$ cat src/power_good_supervisor_consts.svh
// Constants for the power-good supervisor: offsets, fields, reset values, levels.
`ifndef POWER_GOOD_SUPERVISOR_CONSTS_SVH
`define POWER_GOOD_SUPERVISOR_CONSTS_SVH
`define MODE_CTRL_OFFSET    8'h14
`define LEVEL_SELECT_OFFSET 8'h18
`define MODE_BIT            0
`define MODE_RESET          8'h01
`define LEVEL_RESET         8'h02
`define LEVEL_MASK          8'h03
`define MODE_MASK           8'h01
`define PCT_80              7'h50
`define PCT_85              7'h55
`define PCT_90              7'h5a
`define PCT_95              7'h5f
`define HYST_PCT            7'h05
`define SOFT_START_WIN_PCT  7'h02
`define PCT_FULL            7'h64
`endif

$ cat src/power_good_supervisor_pkg.sv
// Types shared by the power-good supervisor.
package power_good_supervisor_pkg;
	typedef struct packed {
		logic enableOk;
		logic supplyOk;
	} qual_t;
	typedef struct packed {
		logic overCurrent;
		logic overVoltage;
		logic overTemp;
	} faults_t;
	typedef enum logic [2:0] {
		ST_OFF      = 3'b001,
		ST_STARTING = 3'b010,
		ST_RUNNING  = 3'b100
	} phase_t;
endpackage

$ cat src/power_good_supervisor.sv
// Power-good decision logic with register port, hysteresis and start-up modes.
// Function
// Upper level chosen 80/85/90/95 percent, default 90.
// Lower level sits five percent below upper.
// Rising past upper level sets power good.
// Falling below lower level clears power good.
// Threshold mode needs enable and supply good.
// Any active protection fault holds power good low.
// Output compared against levels at all times; the code skips this in ST_OFF and in soft-start ST_STARTING.
// Mode bit zero of 0x14, default threshold.
// Soft-start mode asserts within two percent ramp.
// After start-up both modes behave the same.
// Pre-biased start waits for first gate pulse; the code waits in soft-start mode only, threshold mode ignores preBiased.
// Over-current immediately forces power good low.
// Over-voltage latches, forces low until cycled.
// Inside hysteresis band previous state is kept.
// Outside logic treats only high as good.
`timescale 1ns/1ps
`include "power_good_supervisor_consts.svh"
module power_good_supervisor
	import power_good_supervisor_pkg::*;
#(
	parameter int SENSE_W = 12
) (
	// Clock and reset.
	input  wire logic               core_clk,
	input  wire logic               reset,
	// Register port.
	input  wire logic               regWrite,
	input  wire logic               regRead,
	input  wire logic [7:0]         regAddr,
	input  wire logic [7:0]         regWdata,
	output logic      [7:0]         regRdata,
	// Supply qualifiers and faults.
	input  wire qual_t              qual,
	input  wire faults_t            faults,
	// Analog samples, same scale; targetLevel sets one hundred percent.
	input  wire logic [SENSE_W-1:0] output_sense_voltage,
	input  wire logic [SENSE_W-1:0] softStartLevel,
	input  wire logic [SENSE_W-1:0] targetLevel,
	// Switching status.
	input  wire logic               preBiased,
	input  wire logic               highSideGate,
	// Indicator pin, open drain.
	output logic                    power_good_flag,
	output logic                    goodPinOut,
	output logic                    goodPinOe,
	output logic                    ovLatched
);
	localparam int PW = SENSE_W + 7;

	logic [7:0]     good_indicator_mode_ctrl;
	logic [7:0]     good_level_select;
	phase_t         phase;
	logic           gateSeen;
	logic [6:0]     upperPct;
	logic [PW-1:0]  senseScaled;
	logic [PW-1:0]  upperScaled;
	logic [PW-1:0]  lowerScaled;
	logic [PW-1:0]  rampScaled;
	logic [PW-1:0]  rampWindow;
	logic           qualified;
	logic           aboveUpper;
	logic           belowLower;
	logic           rampClose;
	logic           thresholdMode;
	logic           next_good;

	// Register writes; reserved bits are masked and read as zero.
	always_ff @(posedge core_clk) begin
		if (reset) begin
			good_indicator_mode_ctrl <= `MODE_RESET;
			good_level_select        <= `LEVEL_RESET;
		end else if (regWrite) begin
			if (regAddr == `MODE_CTRL_OFFSET)
				good_indicator_mode_ctrl <= regWdata & `MODE_MASK;
			if (regAddr == `LEVEL_SELECT_OFFSET)
				good_level_select <= regWdata & `LEVEL_MASK;
		end
	end

	// Read data is registered; unmapped offsets answer zero.
	always_ff @(posedge core_clk) begin
		if (reset)
			regRdata <= 8'h00;
		else if (regRead) begin
			unique case (regAddr)
				`MODE_CTRL_OFFSET:    regRdata <= good_indicator_mode_ctrl;
				`LEVEL_SELECT_OFFSET: regRdata <= good_level_select;
				default:              regRdata <= 8'h00;
			endcase
		end
	end

	assign thresholdMode = good_indicator_mode_ctrl[`MODE_BIT];

	always_comb begin
		unique case (good_level_select[1:0])
			2'h0:    upperPct = `PCT_80;
			2'h1:    upperPct = `PCT_85;
			2'h2:    upperPct = `PCT_90;
			default: upperPct = `PCT_95;
		endcase
	end

	// Percent comparisons scale the sample by 100 and the target by the percent to avoid division.
	assign senseScaled = PW'(output_sense_voltage) * PW'(`PCT_FULL);
	assign upperScaled = PW'(targetLevel) * PW'(upperPct);
	assign lowerScaled = PW'(targetLevel) * PW'(upperPct - `HYST_PCT);
	assign rampScaled  = PW'(softStartLevel) * PW'(`PCT_FULL);
	assign rampWindow  = PW'(targetLevel) * PW'(`PCT_FULL - `SOFT_START_WIN_PCT);

	assign aboveUpper = senseScaled > upperScaled;
	assign belowLower = senseScaled < lowerScaled;
	assign rampClose  = rampScaled >= rampWindow;
	assign qualified  = qual.enableOk && qual.supplyOk;

	// Over-voltage latch is released only by reset or by cycling enable or supply.
	always_ff @(posedge core_clk) begin
		if (reset)
			ovLatched <= 1'b0;
		else if (!qualified)
			ovLatched <= 1'b0;
		else if (faults.overVoltage)
			ovLatched <= 1'b1;
	end

	// Start-up phase; a fault returns to ST_OFF and restarts start-up in either mode, so start-up behaviour repeats.
	always_ff @(posedge core_clk) begin
		if (reset)
			phase <= ST_OFF;
		else if (!qualified || |faults || ovLatched)
			phase <= ST_OFF;
		else begin
			unique case (phase)
				ST_OFF:      phase <= ST_STARTING;
				ST_STARTING: if (next_good) phase <= ST_RUNNING;
				ST_RUNNING:  phase <= ST_RUNNING;
			endcase
		end
	end

	always_ff @(posedge core_clk) begin
		if (reset)
			gateSeen <= 1'b0;
		else if (phase == ST_OFF)
			gateSeen <= 1'b0;
		else if (highSideGate)
			gateSeen <= 1'b1;
	end

	always_comb begin
		next_good = power_good_flag;
		if (!qualified || |faults || ovLatched)
			next_good = 1'b0;
		else if (phase == ST_STARTING && !thresholdMode) begin
			if (preBiased && !(gateSeen || highSideGate))
				next_good = 1'b0;
			else
				next_good = rampClose;
		end else if (phase == ST_OFF)
			next_good = 1'b0;
		else if (aboveUpper)
			next_good = 1'b1;
		else if (belowLower)
			next_good = 1'b0;
	end

	// The pin is pulled low while not good and in reset, and released to the pull-up only when good.
	always_ff @(posedge core_clk) begin
		if (reset) begin
			power_good_flag <= 1'b0;
			goodPinOe       <= 1'b1;
		end else begin
			power_good_flag <= next_good;
			goodPinOe       <= !next_good;
		end
	end

	always_ff @(posedge core_clk) begin
		goodPinOut <= 1'b0;
	end
endmodule // power_good_supervisor

$ cat config.mk
export PLATFORM = sky130hd
export DESIGN_NAME = power_good_supervisor
export DESIGN_NICKNAME = d
export VERILOG_FILES = /design/src/power_good_supervisor_pkg.sv /design/src/power_good_supervisor.sv
export VERILOG_INCLUDE_DIRS = /design/src
export SDC_FILE = /design/constraint.sdc
export NUM_CORES = 1
export LEC_CHECK = 0
export BUFFER_PORTS_ARGS = -buffer_cell sky130_fd_sc_hd__buf_2
export CORE_ASPECT_RATIO = 0.8
export CORE_MARGIN = 3
export CORE_UTILIZATION = 30
export CTS_CLUSTER_DIAMETER = 30
export CTS_CLUSTER_SIZE = 14
export DETAILED_ROUTE_END_ITERATION = 12
export PLACE_DENSITY = 0.45
export SYNTH_ARGS = -nofsm -noshare
export SYNTH_HDL_FRONTEND = slang
export SYNTH_SLANG_ARGS = --single-unit
export TNS_END_PERCENT = 30
$ cat constraint.sdc
create_clock -name core_clk -period 12.02 [get_ports core_clk]
set_clock_uncertainty 0.1 [all_clocks]
set_input_delay 2.404 -clock core_clk [delete_from_list [all_inputs] [get_ports core_clk]]
set_output_delay 2.404 -clock core_clk [all_outputs]
set_load 0.01 [all_outputs]
==> results of run 1 <==
-- worst max-delay path, cell delays in order --
cell and delay, ns:
buf_2 0.25, inv_1 0.20, nor2_1 0.26, inv_1 0.10, fa_1 0.50, inv_1 0.05
fa_1 0.47, fa_1 0.56, inv_1 0.05, fa_1 0.50, inv_1 0.04, ha_1 0.33
a21oi_1 0.16, a2bb2oi_1 0.25, a211o_1 0.21, nor2b_1 0.06, a31o_1 0.22, or2_1 0.23
xnor2_1 0.13, ha_1 0.29, nand4_1 0.13, a21oi_1 0.07, a211oi_1 0.41, a32o_1 0.36
a21oi_1 0.14, o21ba_1 0.19
-- metal layers --
metal	up-vias	global-route usage [%]	wire, µm
met1	3325	21.48	12130
met2	115	19.14	8200
met5	-	0	0
li1	3796	-	-
met3	4	0.8867	1145
met4	0	0.5627	34
-- flip-flops by register name, indices dropped and copies added, names as in the netlist --
| name | flops |
|---|---|
| good_indicator_mode_ctrl | 1 |
| regRdata | 2 |
| good_level_select | 2 |
| goodPinOe | 1 |
| ovLatched | 1 |
| power_good_flag | 1 |
| gateSeen | 1 |
| phase | 3 |
-- cell type report --
cell class,instances,area [µm²]
timing repair buffer,62,312.8
sequential,12,240.2
tap,413,516.7
inverter,266,998.5
multi-input combinational,837,8173
clock buffer,4,88.84
fill,3266,20410
-- synth_stat cells, drive strengths merged, types with 16 or more instances --
cell type  number
nor2b          26
nor3           19
nor2           76
ha            263
a21oi          62
xor2           22
inv           266
nand2b         16
o21ai          30
fa             98
xnor2          32
nand2          36
and2           18
-- power breakdown --
group | leakage (µW) | total [µW] | switching, µW | internal (µW)
logic | 0.00555 | 1160 | 650 | 511
clock network | 0.0000442 | 68.0 | 17.8 | 50.3
registers | 0.0000969 | 40.3 | 0.147 | 40.1
total | 0.00570 | 1270 | 668 | 601
-- final timing paths --
check	startpoint	to	slack [ns]
hold reg to reg	regRdata[1]$_SDFFE_PP0P_	regRdata[1]$_SDFFE_PP0P_	0.37
hold / removal	regRdata[1]$_SDFFE_PP0P_	regRdata[1]$_SDFFE_PP0P_	0.37
setup reg to reg	good_level_select[0]$_SDFFE_PP0P_	phase[2]$_SDFFE_PP0P_	4.73
setup / recovery	targetLevel[7]	phase[2]$_SDFFE_PP0P_	3.49
-- kinds of logic (layout without fill, tap and decap cells) --
kind of cell / count (synthesis) / in the layout
AOI/OAI and AO/OA: 172 / 172
xor gates and xnor gates: 54 / 54
adders and majority gates: 361 / 361
buffers and inverters: 279 / 332
DFF: 12 / 12
muxes: 3 / 3
other: 1 / 7
and+or+nand+nor: 240 / 240
-- stage by stage --
stage / setup WS (ns) / hold slack, ns / instance area [µm²] / util [%]
4_1_cts: 3.418 / 0.3702 / 10330 / 33.61
5_1_grt: 3.091 / 0.3871 / 10330 / 33.61
2_1_floorplan: 4.518 / 0.3830 / 9487 / -
3_3_place_gp: 3.219 / 0.3586 / 10240 / 33.32
3_5_place_dp: 3.180 / 0.3633 / 10240 / 33.32
6_report: 3.486 / 0.3694 / 10330 / 33.61
==> metrics.txt, run 1 <==
commonest cells after routing, fill and taps aside=inv_1 (266), ha_1 (263), fa_1 (98); Area contributors post-synth=ha_1 (35%), fa_1 (21%), inv_1 (11%), a21oi_1 (3.1%), nor2_1 (3.0%); fin. max-slew vios=0; initial antenna violation count=0; Reg2Reg Depth=27; flops & latches, synth=12; Critical Path AT=8.57 ns; first-pass GRT wire length=35810 µm; Synth Area in XOR/XNOR=4.997%; Initial Util=30.79%; Ant. Diodes=0; final wirelength=21510 µm; clock latency on the worst-skew pair=0.24 ns; post-CTS sizing=0; postcts setup bufs=0; worst vdd ir=0.04493 mV; Setup violations, final=0; most common cell after layout, fill and taps aside=inv_1; max cap viols=0; synthesis-to-finish area growth=9.149%; clk root buf=clkbuf_16; first-pass iteration count of the detailed router=4; critical path class=primary input to register; Worst Path Max Fanout=8; Post-DRT Antenna Nets=0; Remaining Overflow, GRT=0; Finished Layout Cells=1594; status=complete, no violations; Yosys top cell by area=ha_1; clock sink total=12; dpl cells=1590; detailed-route DRC error count=0; Slew @ Worst Pin=0.6175 ns; clk slew on worst S/H paths=0.04 ns; Initial DRC Count=268; routed via count=7240; Adder-Cell Fraction of Synth Area=55.50%; routability cong.=0.7983; cell count after synthesis=1122; All-Layer GR Usage=13.03%; largest net degree at the start of global routing=25; Synth Area in Compound Gates=12.44%; setup_tns=0 ns; nets@finish=1606; Tmin final=8.534 ns; Worst slew margin=57.77%; Clock Tree Buf Depth=2; Yosys top cell area share=34.77%; post-DP HPWL=18910 µm; main combinational cell family by area after synthesis=adder cells; CTS Buf Count=3; Routed WL per cell=13.49 µm; Hold Buf Count CTS=0; hold depth=2; post-synthesis mux area share=0.3173%; share of cells above drive strength 1=7.197%; Synth Flop Type=dfxtp_1; Seq/Total Area, Yosys=2.538%; die width=204.6 µm; H-tree depth=1; Die Ht=164.9 µm; number of port buffers=61; Leak=0.005695 µW; Total Power=1269 µW; Synth Area in Simple Gates=12.82%; Tightest Hold Check Type=register to register; Cell variety after synth=62; number of synthesized flops with an enable pin=0; core footprint=30740 µm²; Syn Area/Cell=8.435 µm²; Vias/cell=4.542; crit share post-route=71.00%; fmax=117.2 MHz; num ports=75; CTS tree=yes; # rows=57; Crit. End Element=register; vias in the first global route=7019; Req. time, crit path=12.05 ns; full die area=33730 µm²; CP startpoint kind=primary input; RSZ-0062 raised after global routing=no; Synth Cell Area=9464 µm²; Final Hold Vio Count=0; FFs w/ async S/R, synth=0%; Power Dens Cells=122.8 nW/µm²; Yosys warnings=0
Power figures use the tool's default switching activity.
==> inputs of run 2 (changes only) <==
--- a/config.mk
+++ b/config.mk
@@ -6,6 +6,7 @@
 export SDC_FILE = /design/constraint.sdc
 export NUM_CORES = 1
 export LEC_CHECK = 0
+export ABC_AREA = 1
 export BUFFER_PORTS_ARGS = -buffer_cell sky130_fd_sc_hd__buf_2
 export CORE_ASPECT_RATIO = 0.8
 export CORE_MARGIN = 3
==> constraint.sdc (replaced) <==
create_clock -name core_clk -period 7.86 [get_ports core_clk]
set_clock_uncertainty 0.1 [all_clocks]
set_input_delay 1.572 -clock core_clk [delete_from_list [all_inputs] [get_ports core_clk]]
set_output_delay 1.572 -clock core_clk [all_outputs]
set_load 0.01 [all_outputs]
==> run 2 against run 1 <==
Via count up 7.7%; hold slack improved by 0.032 ns; sequential power rose by 55%; largest cell class unchanged.
==> metrics.txt, run 2 <==
status=complete, no violations; routed via count=7798 (+7.7%); Remaining Overflow, GRT=0 (unchanged); Final Hold Vio Count=0 (unchanged); Post-DRT Antenna Nets=0 (unchanged); crit share post-route=88.86%; clock sink total=12 (unchanged); Leak=0.006260 µW (+9.9%); Power Dens Cells=197.0 nW/µm² (+60%); clk slew on worst S/H paths=0.04 ns (about the same); biggest regs=phase x3, good_level_select x2, regRdata x2; routability cong.=0.8269 (+3.6%); All-Layer GR Usage=13.46% (+0.43 points); die width=207.1 µm (+1.2%); Reg2Reg Setup Slack=1.14 ns (-3.59 ns); final wirelength=23040 µm (+7.1%); Worst slew margin=60.71% (+2.9 points); Syn Area/Cell=7.560 µm² (-10%); power share of the clock group=4.9% (-0.5 points); dpl ws=0.5983 ns (-2.582 ns); Synth Cell Area=9707 µm² (+2.6%); commonest cells after routing, fill and taps aside=inv_1 (337), ha_1 (263), nand2_1 (183); Initial DRC Count=371 (+38%); H-tree depth=1 (unchanged); clk root buf=clkbuf_16; Tmin final=6.985 ns; clock latency on the worst-skew pair=0.24 ns (about the same); Vias/cell=4.401 (-3.1%); Biggest register=phase; synthesis-to-finish area growth=9.732%; num ports=75 (unchanged); met2 Track Usage GR=19.33% (+0.19 points); detailed-route DRC error count=0 (unchanged); busiest grt layer=met1; max cap viols=0 (unchanged); Sw Share=57.05% (+4.4 points); CTS Buf Count=3 (unchanged); Req. time, crit path=7.89 ns (-4.16 ns); number of synthesized flops with an enable pin=0 (unchanged); Routed WL per cell=13.00 µm (-3.7%); Initial Util=30.68% (-0.11 points); Int Pwr=901.3 µW (+50%); critical path class=primary input to register; first-pass iteration count of the detailed router=5 (+1); nets@finish=1777 (+11%); Yosys warnings=0 (unchanged); share of cells above drive strength 1=7.618% (+0.42 points); Seq/Total Area, Yosys=2.475% (-0.063 points); setup_tns=0 ns (unchanged); Largest register FFs=3 (unchanged); Ant. Diodes=0 (unchanged); slowest CP cell=fa_1; Setup violations, final=0 (unchanged); number of port buffers=61 (unchanged); fin util=33.66% (+0.058 points); fmax=143.2 MHz; Yosys top cell area share=33.90% (-0.87 points); post-CTS sizing=0 (unchanged); Flop pwr share=3.0% (-0.2 points); flops & latches, synth=12 (unchanged); most common cell after layout, fill and taps aside=inv_1; count leader, synth=inv_1; post-DP HPWL=20960 µm (+11%); worst vdd ir=0.08811 mV (+96%); Die Ht=166.9 µm (+1.2%); initial antenna violation count=0 (unchanged); P_sw=1197 µW (+79%); Slew @ Worst Pin=0.5894 ns (-0.02809 ns); met3 usage=0.3390% (-0.55 points); cell count after synthesis=1284 (+14%); postcts setup bufs=0 (unchanged); Critical Path AT=7.01 ns (-1.56 ns); Cell variety after synth=38 (-39%); RSZ-0062 raised after global routing=no; Gate power share=92.1% (+0.6 points); Crit. End Element=register; Yosys top cell by area=ha_1; full die area=34560 µm² (+2.5%); Synth top cells by count=inv_1 (337), ha_1 (263), nand2_1 (183); Tightest Hold Check Type=register to register; Clock Tree Buf Depth=2 (unchanged); Synth Flop Type=dfxtp_1; Area contributors post-synth=ha_1 (34%), fa_1 (20%), inv_1 (13%), nand2_1 (7.1%), a21oi_1 (4.0%); first-pass GRT wire length=39050 µm (+9.1%); Worst Path Max Fanout=4 (-4); CTS tree=yes; CP max stage delay=0.52 ns (-0.04 ns); final worst slack=0.8755 ns (-2.611 ns); FFs w/ async S/R, synth=0% (unchanged); # rows=58 (+1.8%); vias in the first global route=7682 (+9.4%); Hold Buf Count CTS=0 (unchanged); met1 Track Usage GR=22.94% (+1.5 points); fin. max-slew vios=0 (unchanged); CP startpoint kind=primary input; largest net degree at the start of global routing=26 (+4.0%); core footprint=31640 µm² (+2.9%)
==> run 2: cell types whose count changed after synthesis, moves of 9 or more <==
cell and delta:
o21a_1 -11, and2_1 -18, nor2_1 +21, nand3_1 +15, xor2_1 +10, o211ai_1 -9, inv_1 +71, nand2b_1 -16
nand2_1 +147, o21ai_2 +10, a21oi_1 +19, nor2b_1 -24
==> run 2: stage by stage <==
step	power [µW]	std cells	cell area (µm²)	hold WS (ns)
floorplan	1550	1290	9729	0.3639
global placement	1987	1768	10560	0.4051
detailed placement	2009	1768	10560	0.4013
CTS	2131	1772	10650	0.4112
global route	2443	1772	10650	0.4334
finish	2099	1772	10650	0.4014
==> run 2: cell type report <==
class	count	area, µm²
fill	3517	20990
multi-input combinational	927	8144
inverter	337	1265
tap	420	525.5
timing repair buffer	72	387.9
sequential	12	240.2
clock buffer	4	88.84
==> run 2: cell families after synthesis <==
kind of cell | Yosys count | share of synthesized area (%)
other | 1 | 0.03863
AOI/OAI and AO/OA | 149 | 9.036
adders and majority gates | 361 | 54.11
DFF | 12 | 2.475
buffers and inverters | 351 | 13.86
xor gates and xnor gates | 63 | 5.684
and+or+nand+nor | 347 | 14.80
==> run 2: routing by layer <==
metal,share of wire [%],routed length (µm)
met1,58,13440
met4,0.30,68
met2,38,8738
met3,3.4,784
met5,0,0
==> run 2: worst paths after layout <==
path,from,to,depth (start not counted)
hold reg to reg,good_level_select[1]$_SDFFE_PP1P_,regRdata[1]$_SDFFE_PP0P_,2
hold / removal,good_level_select[1]$_SDFFE_PP1P_,regRdata[1]$_SDFFE_PP0P_,2
setup / recovery,targetLevel[6],goodPinOe$_SDFF_PP1_,30
setup reg to reg,good_level_select[0]$_SDFFE_PP0P_,goodPinOe$_SDFF_PP1_,32
==> run 2: worst max-delay path: cells and delay by family <==
kind	cells	cell delay (ns)
AO/OA/AOI/OAI	4	0.78
XOR/XNOR	1	0.15
adder cells (fa/ha/maj)	6	2.67
buffers and inverters	7	0.52
AND/OR/NAND/NOR	12	1.31
==> run 2: power groups by stage <==
stage,registers [µW],clock network (µW),logic [µW]
2_1_floorplan,63.7,0,1490
3_3_place_gp,63.4,0,1920
3_5_place_dp,63.4,0,1950
4_1_cts,62.3,106,1960
5_1_grt,62.3,108,2270
6_report,62.3,104,1930
